===== config.mk =====
export PLATFORM = sky130hd
export DESIGN_NAME = rgbp_core
export DESIGN_NICKNAME = d
export VERILOG_FILES = /design/src/rgbp_pkg.sv /design/src/rgbp_core.sv /design/src/rgbp_fifo.sv
export SDC_FILE = /design/constraint.sdc
export NUM_CORES = 2
export LEC_CHECK = 0
export BUFFER_PORTS_ARGS = -buffer_cell sky130_fd_sc_hd__buf_4
export CAP_MARGIN = 10
export CELL_PAD_IN_SITES_DETAIL_PLACEMENT = 1
export CELL_PAD_IN_SITES_GLOBAL_PLACEMENT = 2
export CORE_ASPECT_RATIO = 1.1
export CORE_MARGIN = 2
export CORE_UTILIZATION = 45
export CTS_CLUSTER_DIAMETER = 200
export DETAILED_ROUTE_END_ITERATION = 8
export PLACE_DENSITY_LB_ADDON = 0.15
export SYNTH_ARGS = -nofsm -noshare
export SYNTH_HDL_FRONTEND = slang
export SYNTH_SLANG_ARGS = --single-unit

===== constraint.sdc =====
create_clock -name ref_clk -period 16.9 [get_ports ref_clk]
set_clock_uncertainty 0.1 [all_clocks]
set_input_delay 2.535 -clock ref_clk [delete_from_list [all_inputs] [get_ports ref_clk]]
set_output_delay 2.535 -clock ref_clk [all_outputs]
set_load 0.005 [all_outputs]

===== src/rgbp_pkg.sv =====
// Purpose: Shared constants and types for the grayscale PWM driver core.
// Assumes: 40 MHz reference clock stands in for the internal oscillator.
// Notes: Frame offsets and timing counts live here; the fall_cnt and div_cnt widths are set in the core.
package rgbp_pkg;

	// ----------------------------------------
	// Clock and timing
	// ----------------------------------------
	localparam int CLK_MHZ = 40;
	localparam int IDLE_US = 220;
	// Least time, so the count rounds up.
	localparam int IDLE_CYC = (IDLE_US * CLK_MHZ * 1000 + 999) / 1000;
	localparam int RETIME_NS = 90;
	// Regenerated pulse width, rounded down, never below one cycle.
	localparam int RETIME_RAW = (RETIME_NS * CLK_MHZ) / 1000;
	localparam int RETIME_CYC = (RETIME_RAW < 1) ? 1 : RETIME_RAW;
	localparam int IDLE_CNT_W = 16;
	localparam int RT_CNT_W = 4;

	// ----------------------------------------
	// Frame layout
	// ----------------------------------------
	localparam int GS_W = 16;
	localparam int NCH = 12;
	localparam int NWORD = 13;
	localparam int CMD_IDX = 12;
	localparam int BIT_CNT_W = 4;
	localparam logic [3:0] LAST_BIT = 4'hf;
	localparam int FIFO_DEPTH = 16;

	// ----------------------------------------
	// Latch sequence
	// ----------------------------------------
	localparam logic [2:0] LATCH_FALL = 3'h2;
	localparam logic [2:0] SEQ_PULSES = 3'h4;

	// ----------------------------------------
	// Modulation
	// ----------------------------------------
	localparam logic [4:0] DEPTH_8 = 5'h08;
	localparam logic [4:0] DEPTH_12 = 5'h0c;
	localparam logic [4:0] DEPTH_14 = 5'h0e;
	localparam logic [4:0] DEPTH_16 = 5'h10;
	localparam logic [4:0] SEG_FINE = 5'h04;
	localparam logic [4:0] SEG_COARSE = 5'h02;
	localparam logic [15:0] CMD_RESET = 16'h0000;

	typedef struct packed {
		logic [4:0] unused;
		logic fast_edge;
		logic [1:0] grayscale_depth_sel;
		logic [2:0] osc_div;
		logic adaptive_density_modulation;
		logic ext_clk;
		logic polarity;
		logic restart;
		logic one_shot;
	} rgbp_cmd_t;

	typedef enum logic [1:0] {
		ST_SHIFT,
		ST_ARMED,
		ST_DONE
	} rgbp_link_st_t;

	// Oscillator divide ratio as a power of two.
	function automatic logic [3:0] div_log2(input logic [2:0] code);
		logic [3:0] r;
		r = {1'b0, code};
		if (code > 3'h4) begin
			r = {1'b0, code} + 4'h1;
		end
		return r;
	endfunction

	function automatic logic [4:0] depth_bits(input logic [1:0] sel);
		logic [4:0] r;
		unique case (sel)
			2'h0: r = DEPTH_8;
			2'h1: r = DEPTH_12;
			2'h2: r = DEPTH_14;
			2'h3: r = DEPTH_16;
		endcase
		return r;
	endfunction

endpackage


===== src/rgbp_core.sv =====
// Purpose: Serial frame receiver, internal latch and grayscale PWM engine.
// Assumes: Link pins are synchronous to ref_clk; ref_clk is the oscillator.
// Notes: Analog sinks and edge shaping sit outside; fast_edge steers them.
//
// Functional notes
// Command word is frame bits 207:192.
// Command bit 10 selects fast output edges.
// Bits 9:8 pick 8/12/14/16-bit depth.
// Bits 7:5 divide oscillator 1 to 256.
// Bit 4 picks legacy or adaptive waveform.
// Bit 3 picks internal or external clock.
// Bit 2 inverts outputs for generator use.
// Bit 1 selects counter-restart frames.
// Bit 0 selects single-frame operation; the core also needs bit 1 set.
// Channel values descend from bits 191:176.
// Host right-aligns short values, zero-filled.
// Clock idle over 220 us starts latch.
// Host sends four data pulses after idle.
// Latch on second data falling edge.
// Host keeps stop interval cascade-safe.
// Forwarded latch pulses regenerated 90 ns wide; the core gives 3 cycles, 75 ns.
// External clock advances counter both edges.
// Output on while value exceeds counter.
// Free-running frames finish before new data.
// Restart mode aborts frame on latch.
// Single-frame mode runs once then off.
// Adaptive mode uses more segments above 75%.
// Idle counter reset by clock edges.
`timescale 1ns/1ps
`default_nettype none
module rgbp_core #(
	parameter int IDLE_CYCLES = rgbp_pkg::IDLE_CYC
) (
	// Clock and reset
	input wire logic ref_clk,
	input wire logic rst,
	// Serial link in
	input wire logic serial_data_in,
	input wire logic serial_clock_in,
	input wire logic ext_gray_clock_pin,
	// Serial link out
	output logic serial_data_out,
	output logic serial_clock_out,
	// Channel drive
	output logic [rgbp_pkg::NCH-1:0] ch_out,
	output logic fast_edge,
	// Status
	output logic gray_latch_strobe,
	output logic frame_active
);
	localparam logic [rgbp_pkg::IDLE_CNT_W-1:0] IDLE_TOP =
		rgbp_pkg::IDLE_CNT_W'(IDLE_CYCLES);

	// ----------------------------------------
	// Link receiver state
	// ----------------------------------------
	rgbp_pkg::rgbp_link_st_t state, next_state;
	logic sck_q, next_sck_q, sdi_q, next_sdi_q;
	logic [rgbp_pkg::IDLE_CNT_W-1:0] idle_cnt, next_idle_cnt;
	logic [2:0] fall_cnt, next_fall_cnt;
	logic [rgbp_pkg::BIT_CNT_W-1:0] bit_cnt, next_bit_cnt;
	logic [rgbp_pkg::GS_W-1:0] shift, next_shift, word, next_word;
	logic wvalid, next_wvalid, latch_req, next_latch_req;
	logic copy, next_copy;
	logic [rgbp_pkg::RT_CNT_W-1:0] rt_cnt, next_rt_cnt;
	logic next_sdo, next_sco;
	logic [rgbp_pkg::GS_W-1:0] staging [rgbp_pkg::NWORD];
	logic [rgbp_pkg::GS_W-1:0] next_staging [rgbp_pkg::NWORD];
	logic sck_edge, sck_rise, sdi_rise, sdi_fall;
	logic push_ready, pop_valid, drain_ready;
	logic [rgbp_pkg::GS_W-1:0] pop_data;

	assign sck_edge = serial_clock_in ^ sck_q;
	assign sck_rise = serial_clock_in & ~sck_q;
	assign sdi_rise = serial_data_in & ~sdi_q;
	assign sdi_fall = ~serial_data_in & sdi_q;
	// The frame stage holds still while it is being copied out.
	assign drain_ready = ~copy;

	rgbp_fifo #(
		.WIDTH(rgbp_pkg::GS_W),
		.DEPTH(rgbp_pkg::FIFO_DEPTH)
	) u_fifo (
		.ref_clk(ref_clk),
		.rst(rst),
		.in_valid(wvalid),
		.in_ready(push_ready),
		.in_data(word),
		.out_valid(pop_valid),
		.out_ready(drain_ready),
		.out_data(pop_data)
	);

	always_comb begin
		next_sck_q = serial_clock_in;
		next_sdi_q = serial_data_in;
		next_state = state;
		next_idle_cnt = idle_cnt;
		next_fall_cnt = fall_cnt;
		next_bit_cnt = bit_cnt;
		next_shift = shift;
		next_word = word;
		next_wvalid = wvalid & ~push_ready;
		next_latch_req = latch_req;
		next_copy = 1'b0;
		next_rt_cnt = rt_cnt;
		next_sco = serial_clock_in;
		next_sdo = serial_data_in;
		for (int i = 0; i < rgbp_pkg::NWORD; i++) begin
			next_staging[i] = staging[i];
		end
		// idle counter restart
		if (sck_edge) begin
			next_idle_cnt = '0;
			next_state = rgbp_pkg::ST_SHIFT;
			next_fall_cnt = '0;
		end else if (idle_cnt != IDLE_TOP) begin
			next_idle_cnt = idle_cnt + 1'b1;
		end
		// frame shifts in MSB first
		if (sck_rise) begin
			next_shift = {shift[rgbp_pkg::GS_W-2:0], serial_data_in};
			next_bit_cnt = bit_cnt + 1'b1;
			if (bit_cnt == rgbp_pkg::LAST_BIT) begin
				next_word = next_shift;
				next_wvalid = 1'b1;
			end
		end
		if (rt_cnt != '0) begin
			next_rt_cnt = rt_cnt - 1'b1;
		end
		unique case (state)
			rgbp_pkg::ST_SHIFT: begin
				// idle period detected
				if (!sck_edge && idle_cnt == IDLE_TOP) begin
					next_state = rgbp_pkg::ST_ARMED;
					next_bit_cnt = '0;
				end
			end
			rgbp_pkg::ST_ARMED: begin
				// regenerate forwarded pulse
				next_sdo = (next_rt_cnt != '0);
				if (sdi_rise) begin
					next_rt_cnt = rgbp_pkg::RT_CNT_W'(rgbp_pkg::RETIME_CYC);
					next_sdo = 1'b1;
				end
				if (sdi_fall && !sck_edge) begin
					next_fall_cnt = fall_cnt + 1'b1;
					// second falling edge latches
					if (next_fall_cnt == rgbp_pkg::LATCH_FALL) begin
						next_latch_req = 1'b1;
					end
					if (next_fall_cnt == rgbp_pkg::SEQ_PULSES) begin
						next_state = rgbp_pkg::ST_DONE;
					end
				end
			end
			rgbp_pkg::ST_DONE: begin
				next_sdo = (next_rt_cnt != '0);
			end
		endcase
		// Copy only once every received word has reached the frame stage.
		if (latch_req && !pop_valid && !wvalid) begin
			next_copy = 1'b1;
			next_latch_req = 1'b0;
		end
		if (pop_valid && drain_ready) begin
			for (int i = rgbp_pkg::NWORD - 1; i > 0; i--) begin
				next_staging[i] = staging[i-1];
			end
			next_staging[0] = pop_data;
		end
	end

	always_ff @(posedge ref_clk) begin
		if (rst) begin
			state <= rgbp_pkg::ST_SHIFT;
			sck_q <= 1'b0;
			sdi_q <= 1'b0;
			idle_cnt <= '0;
			fall_cnt <= '0;
			bit_cnt <= '0;
			shift <= '0;
			word <= '0;
			wvalid <= 1'b0;
			latch_req <= 1'b0;
			copy <= 1'b0;
			rt_cnt <= '0;
			serial_data_out <= 1'b0;
			serial_clock_out <= 1'b0;
			for (int i = 0; i < rgbp_pkg::NWORD; i++) begin
				staging[i] <= '0;
			end
		end else begin
			state <= next_state;
			sck_q <= next_sck_q;
			sdi_q <= next_sdi_q;
			idle_cnt <= next_idle_cnt;
			fall_cnt <= next_fall_cnt;
			bit_cnt <= next_bit_cnt;
			shift <= next_shift;
			word <= next_word;
			wvalid <= next_wvalid;
			latch_req <= next_latch_req;
			copy <= next_copy;
			rt_cnt <= next_rt_cnt;
			serial_data_out <= next_sdo;
			serial_clock_out <= next_sco;
			for (int i = 0; i < rgbp_pkg::NWORD; i++) begin
				staging[i] <= next_staging[i];
			end
		end
	end

	// ----------------------------------------
	// Grayscale engine
	// ----------------------------------------
	rgbp_pkg::rgbp_cmd_t cmd, next_cmd;
	logic [rgbp_pkg::GS_W-1:0] shadow [rgbp_pkg::NCH];
	logic [rgbp_pkg::GS_W-1:0] next_shadow [rgbp_pkg::NCH];
	logic [rgbp_pkg::GS_W-1:0] active [rgbp_pkg::NCH];
	logic [rgbp_pkg::GS_W-1:0] next_active [rgbp_pkg::NCH];
	logic [rgbp_pkg::GS_W-1:0] gcnt, next_gcnt;
	logic [7:0] div_cnt, next_div_cnt;
	logic gck_q, next_gck_q, running, next_running;
	logic pending, next_pending;
	logic [rgbp_pkg::NCH-1:0] next_ch;

	always_comb begin
		logic [8:0] div_one;
		logic [7:0] div_mask;
		logic [4:0] depth, seg, sh;
		logic [16:0] full;
		logic [15:0] gmax, scr, low_mask;
		logic [17:0] thr;
		logic tick, all_high, start;
		div_one = 9'h001 << rgbp_pkg::div_log2(cmd.osc_div);
		div_mask = 8'(div_one - 9'h001);
		depth = rgbp_pkg::depth_bits(cmd.grayscale_depth_sel);
		full = 17'h00001 << depth;
		gmax = 16'(full - 17'h00001);
		thr = 18'({gmax, 2'h0} - {2'h0, gmax});
		next_gck_q = ext_gray_clock_pin;
		next_cmd = cmd;
		next_gcnt = gcnt;
		next_running = running;
		next_pending = pending;
		start = 1'b0;
		for (int i = 0; i < rgbp_pkg::NCH; i++) begin
			next_shadow[i] = shadow[i];
			next_active[i] = active[i];
		end
		// oscillator divider
		next_div_cnt = (div_cnt == div_mask) ? 8'h00 : div_cnt + 8'h01;
		// clock source select; R17: both pin edges count
		tick = cmd.ext_clk ? (ext_gray_clock_pin ^ gck_q)
			: (div_cnt == div_mask);
		if (copy) begin
			// command word leads the frame
			next_cmd = rgbp_pkg::rgbp_cmd_t'(staging[rgbp_pkg::CMD_IDX]);
			// channel words follow in order
			for (int i = 0; i < rgbp_pkg::NCH; i++) begin
				next_shadow[i] = staging[rgbp_pkg::CMD_IDX-1-i];
			end
			// restart aborts at once; R19: first latch aligns
			start = next_cmd.restart || !running;
			next_pending = !start;
			next_div_cnt = 8'h00;
		end else if (tick && running) begin
			if (gcnt == gmax) begin
				next_gcnt = '0;
				// single frame then off, only with restart also set
				if (cmd.one_shot && cmd.restart) begin
					next_running = 1'b0;
				end
				// new data waits for frame end
				if (pending) begin
					for (int i = 0; i < rgbp_pkg::NCH; i++) begin
						next_active[i] = shadow[i];
					end
					next_pending = 1'b0;
				end
			end else begin
				next_gcnt = gcnt + 16'h0001;
			end
		end
		if (start) begin
			next_gcnt = '0;
			next_running = 1'b1;
			for (int i = 0; i < rgbp_pkg::NCH; i++) begin
				next_active[i] = next_shadow[i];
			end
		end
		// segment count from all channels
		all_high = 1'b1;
		for (int i = 0; i < rgbp_pkg::NCH; i++) begin
			if ({active[i], 2'h0} < thr) begin
				all_high = 1'b0;
			end
		end
		seg = all_high ? rgbp_pkg::SEG_FINE : rgbp_pkg::SEG_COARSE;
		sh = depth - seg;
		low_mask = 16'((17'h00001 << sh) - 17'h00001);
		// spread on-time across segments, else single pulse
		scr = cmd.adaptive_density_modulation
			? (((gcnt & low_mask) << seg) | (gcnt >> sh)) : gcnt;
		for (int i = 0; i < rgbp_pkg::NCH; i++) begin
			// on while value exceeds counter; R07: polarity
			next_ch[i] = (running && active[i] > scr) ^ cmd.polarity;
		end
	end

	always_ff @(posedge ref_clk) begin
		if (rst) begin
			cmd <= rgbp_pkg::rgbp_cmd_t'(rgbp_pkg::CMD_RESET);
			gcnt <= '0;
			div_cnt <= '0;
			gck_q <= 1'b0;
			running <= 1'b0;
			pending <= 1'b0;
			ch_out <= '0;
			fast_edge <= 1'b0;
			gray_latch_strobe <= 1'b0;
			frame_active <= 1'b0;
			for (int i = 0; i < rgbp_pkg::NCH; i++) begin
				shadow[i] <= '0;
				active[i] <= '0;
			end
		end else begin
			cmd <= next_cmd;
			gcnt <= next_gcnt;
			div_cnt <= next_div_cnt;
			gck_q <= next_gck_q;
			running <= next_running;
			pending <= next_pending;
			ch_out <= next_ch;
			// edge speed to the output stage
			fast_edge <= next_cmd.fast_edge;
			gray_latch_strobe <= copy;
			frame_active <= next_running;
			for (int i = 0; i < rgbp_pkg::NCH; i++) begin
				shadow[i] <= next_shadow[i];
				active[i] <= next_active[i];
			end
		end
	end
endmodule
`default_nettype wire


===== src/rgbp_fifo.sv =====
// Purpose: Word FIFO between the serial deserialiser and the frame stage.
// Assumes: Single clock, synchronous active-high reset.
// Notes: Full and empty come from an occupancy count.
`timescale 1ns/1ps
`default_nettype none
module rgbp_fifo #(
	parameter int WIDTH = 16,
	parameter int DEPTH = 16
) (
	// Clock and reset
	input wire logic ref_clk,
	input wire logic rst,
	// Fill side
	input wire logic in_valid,
	output logic in_ready,
	input wire logic [WIDTH-1:0] in_data,
	// Drain side
	output logic out_valid,
	input wire logic out_ready,
	output logic [WIDTH-1:0] out_data
);
	localparam int AW = $clog2(DEPTH);

	logic [WIDTH-1:0] mem [DEPTH];
	logic [AW-1:0] wr_ptr, rd_ptr, next_wr_ptr, next_rd_ptr;
	logic [AW:0] count, next_count;
	logic push, pop;

	assign in_ready = (count != (AW+1)'(DEPTH));
	assign out_valid = (count != '0);
	assign out_data = mem[rd_ptr];
	assign push = in_valid & in_ready;
	assign pop = out_valid & out_ready;

	always_comb begin
		next_wr_ptr = push ? wr_ptr + 1'b1 : wr_ptr;
		next_rd_ptr = pop ? rd_ptr + 1'b1 : rd_ptr;
		next_count = count + (AW+1)'(push) - (AW+1)'(pop);
	end

	always_ff @(posedge ref_clk) begin
		if (rst) begin
			wr_ptr <= '0;
			rd_ptr <= '0;
			count <= '0;
		end else begin
			wr_ptr <= next_wr_ptr;
			rd_ptr <= next_rd_ptr;
			count <= next_count;
		end
		if (push) begin
			mem[wr_ptr] <= in_data;
		end
	end
endmodule
`default_nettype wire


==> metrics.cfg <==
[worst_setup_path]
crit_arrival_ns=11.36
end_kind=register
path_class=reg2reg
cp.depth=41
slowest_stage=ha_1
r2r_setup_slack_ns=5.96
critPathMaxFanout=27
start_kind=register
r2r_cells=41
cpLargestDelayFamily=compound AO/OA/AOI/OAI gates
max_stage_delay_ns=0.89
crit_start=cmd[9]
crit_path_frequent_cell=ha_1
regToRegStartpoint=cmd[9]
required_ns=17.32
crit_end=ch_out[1]
r2r_end=ch_out[1]
worst-path-buf-inv=7

[floorplan]
die_height_um=342
boundaryPins=22
initial_utilization=0.452
design.core.area_um2=103000
fp.dieArea_um2=106000
num_rows=124
die-width_um=311

[clock_tree]
ctsHoldBuffers=0
h-tree-depth=3
cts_resized=0
clockBufferDepth=3
post_cts_buffers=0
cts-root-buf=clkbuf_16
worst_skew_pair.late_latency_ns=0.74
tritoncts=built
numCtsBuffers=102
clkSinkCount=977
path_clk_slew_ns=0.06

[synthesis]
ys.flop_type=dfxtp_1
synth_edf_count=256
avgSynthCellArea_um2=9.90
yosysWarnings=0
synthArstFlopShare=0
yosysSeqAreaShare=0.473
syn_inst=4723
syn_area_um2=46700
synth_cell_types=93
ys_ff_latch=977

[layout]
fin_area_um2=51800
final_cell_mix=764 x nand2_1, 717 x dfxtp_1, 526 x a21oi_1
fin_nets=4999
final_cell_count_no_fill=6122
antenna_cells=0
final_common_cell=nand2_1
syn2layout_area_growth_pct=10.9
layout-drive-gt1-share=0.0889

[route]
routed_wl_um=141000
dr.pass1.iters=6
via_per_inst=5.88
ant_nets=0
drtIter0Drc=2455
avgRoutedWirePerCell_um=23.1
route.detailed.drc=0
via_count=35994

[pwr]
p_leak_nw=18.6
power.density_nw_per_um2=106
vdd_drop_max_mv=0.109

[global_route]
grt_pass1_wl_um=218000
grt_antenna_before_repair=1
overflow=0
grt_usage=0.261
grt_pass1_vias=35960
grt_max_degree=118

[worst_hold_path]
worstHoldPathType=reg2reg
whs_path_depth=1
hp-start=wvalid

[timing]
setup_violations=0
max_freq_ghz=0.0914
rsz0062_at_grt=no
fin_setup_tns_ns=0
relSlewSlack=0.245
min_period_over_period=0.647
tightest_slew_ns=1.13
hold_violations=0
min_period_ns=10.94
slew_viol_final=0

[placement]
hpwl_um=93300
place_area_um2=48300
portBuffers=21
place_inst=5932
place.gp.congestion=0.903

[flow_run]
max_cap_violations=0

[outcome]
status=completed

==> area by class of cell <==
class                           count  area, µm²
Timing Repair Buffer               95        746
Clock inverter                     38        546
Inverter                           89        344
Multi-Input combinational cell   3385      23300
Fill cell                       11499      51700
Sequential cell                   977      22100
Tap cell                         1386       1730
Clock buffer                      152       3010
==> cells by family (layout without fill, tap and decap cells) <==
logic type / count (synthesis) / count (layout) / share of synthesized area
simple gates: 1496 / 1496 / 0.140
buf+inv: 375 / 374 / 0.0307
flops: 977 / 977 / 0.473
xor+xnor: 87 / 87 / 0.0163
compound gates: 1085 / 1085 / 0.147
mux: 351 / 351 / 0.0988
other cells: 2 / 16 / 0.000161
fa+ha+maj: 350 / 350 / 0.0935
==> metrics by stage <==
stage	utilization	hold WS, ns	power [mW]	worst slack, ns
6_report	0.501	0.353	5.49	5.96
5_1_grt	0.501	0.374	5.71	5.32
4_1_cts	0.501	0.353	5.56	6.10
3_5_place_dp	0.466	0.343	3.22	6.18
3_3_place_gp	0.466	0.336	3.21	6.43
2_1_floorplan	-	0.321	3.02	6.97
==> how the worst min path moves through the flow <==
stage | endpoint
floorplan | copy
global placement | copy
detailed placement | copy
CTS | copy
global route | staging[0][192]
finish | copy
==> where the power goes <==
group / leakage, nW / total (mW) / internal [mW] / switching, mW
clock network: 1.74 / 2.34 / 1.35 / 0.984
logic: 8.62 / 0.639 / 0.226 / 0.413
registers: 8.21 / 2.51 / 2.44 / 0.0736
==> flip-flops by register name (all words and copies together) (netlist names), 5 cells and up, named ones only <==
signal        flops
word             16
shadow          192
ch_out           12
cmd              11
active          192
div_cnt           8
staging         203
gcnt             16
idle_cnt         16
u_fifo.mem      256
shift            15
u_fifo.count      5
==> worst register-to-register path: cells and delay by family, from the launching register on <==
family                   cells  cell delay [ns]
XOR/XNOR                     3             1.28
AND/OR/NAND/NOR              7             1.46
AO/OA/AOI/OAI               16             3.07
multiplexers                 1             0.16
buffers and inverters        7             1.53
adder cells (fa/ha/maj)      7             2.81
flip-flops                   1             0.37
==> cells in the mapped netlist (24+ instances only) <==
cell | instances | area share
nand4_1 | 91 | 0.012
and2_1 | 24 | 0.0032
ha_1 | 343 | 0.092
a31oi_1 | 24 | 0.0032
dfxtp_1 | 721 | 0.31
a21o_1 | 48 | 0.0077
o21ai_0 | 70 | 0.0075
o211ai_1 | 27 | 0.0043
inv_1 | 87 | 0.0070
a22oi_1 | 198 | 0.032
nand2_1 | 764 | 0.061
xor2_1 | 43 | 0.0081
edfxtp_1 | 256 | 0.16
nor2_1 | 361 | 0.029
a21oi_1 | 528 | 0.057
clkbuf_1 | 237 | 0.019
nor3_1 | 44 | 0.0047
buf_1 | 40 | 0.0032
and3_1 | 39 | 0.0052
nand3_1 | 54 | 0.0058
mux4_2 | 86 | 0.041
xnor2_1 | 44 | 0.0082
nand2b_1 | 25 | 0.0033
mux2i_1 | 252 | 0.054
==> routing by layer <==
metal	global-route usage	wire, µm
met4	0.0656	2920
met1	0.357	64900
met3	0.0292	5650
met2	0.441	67700
met5	0	13
Note: power is estimated with default switching activity, not from simulation.
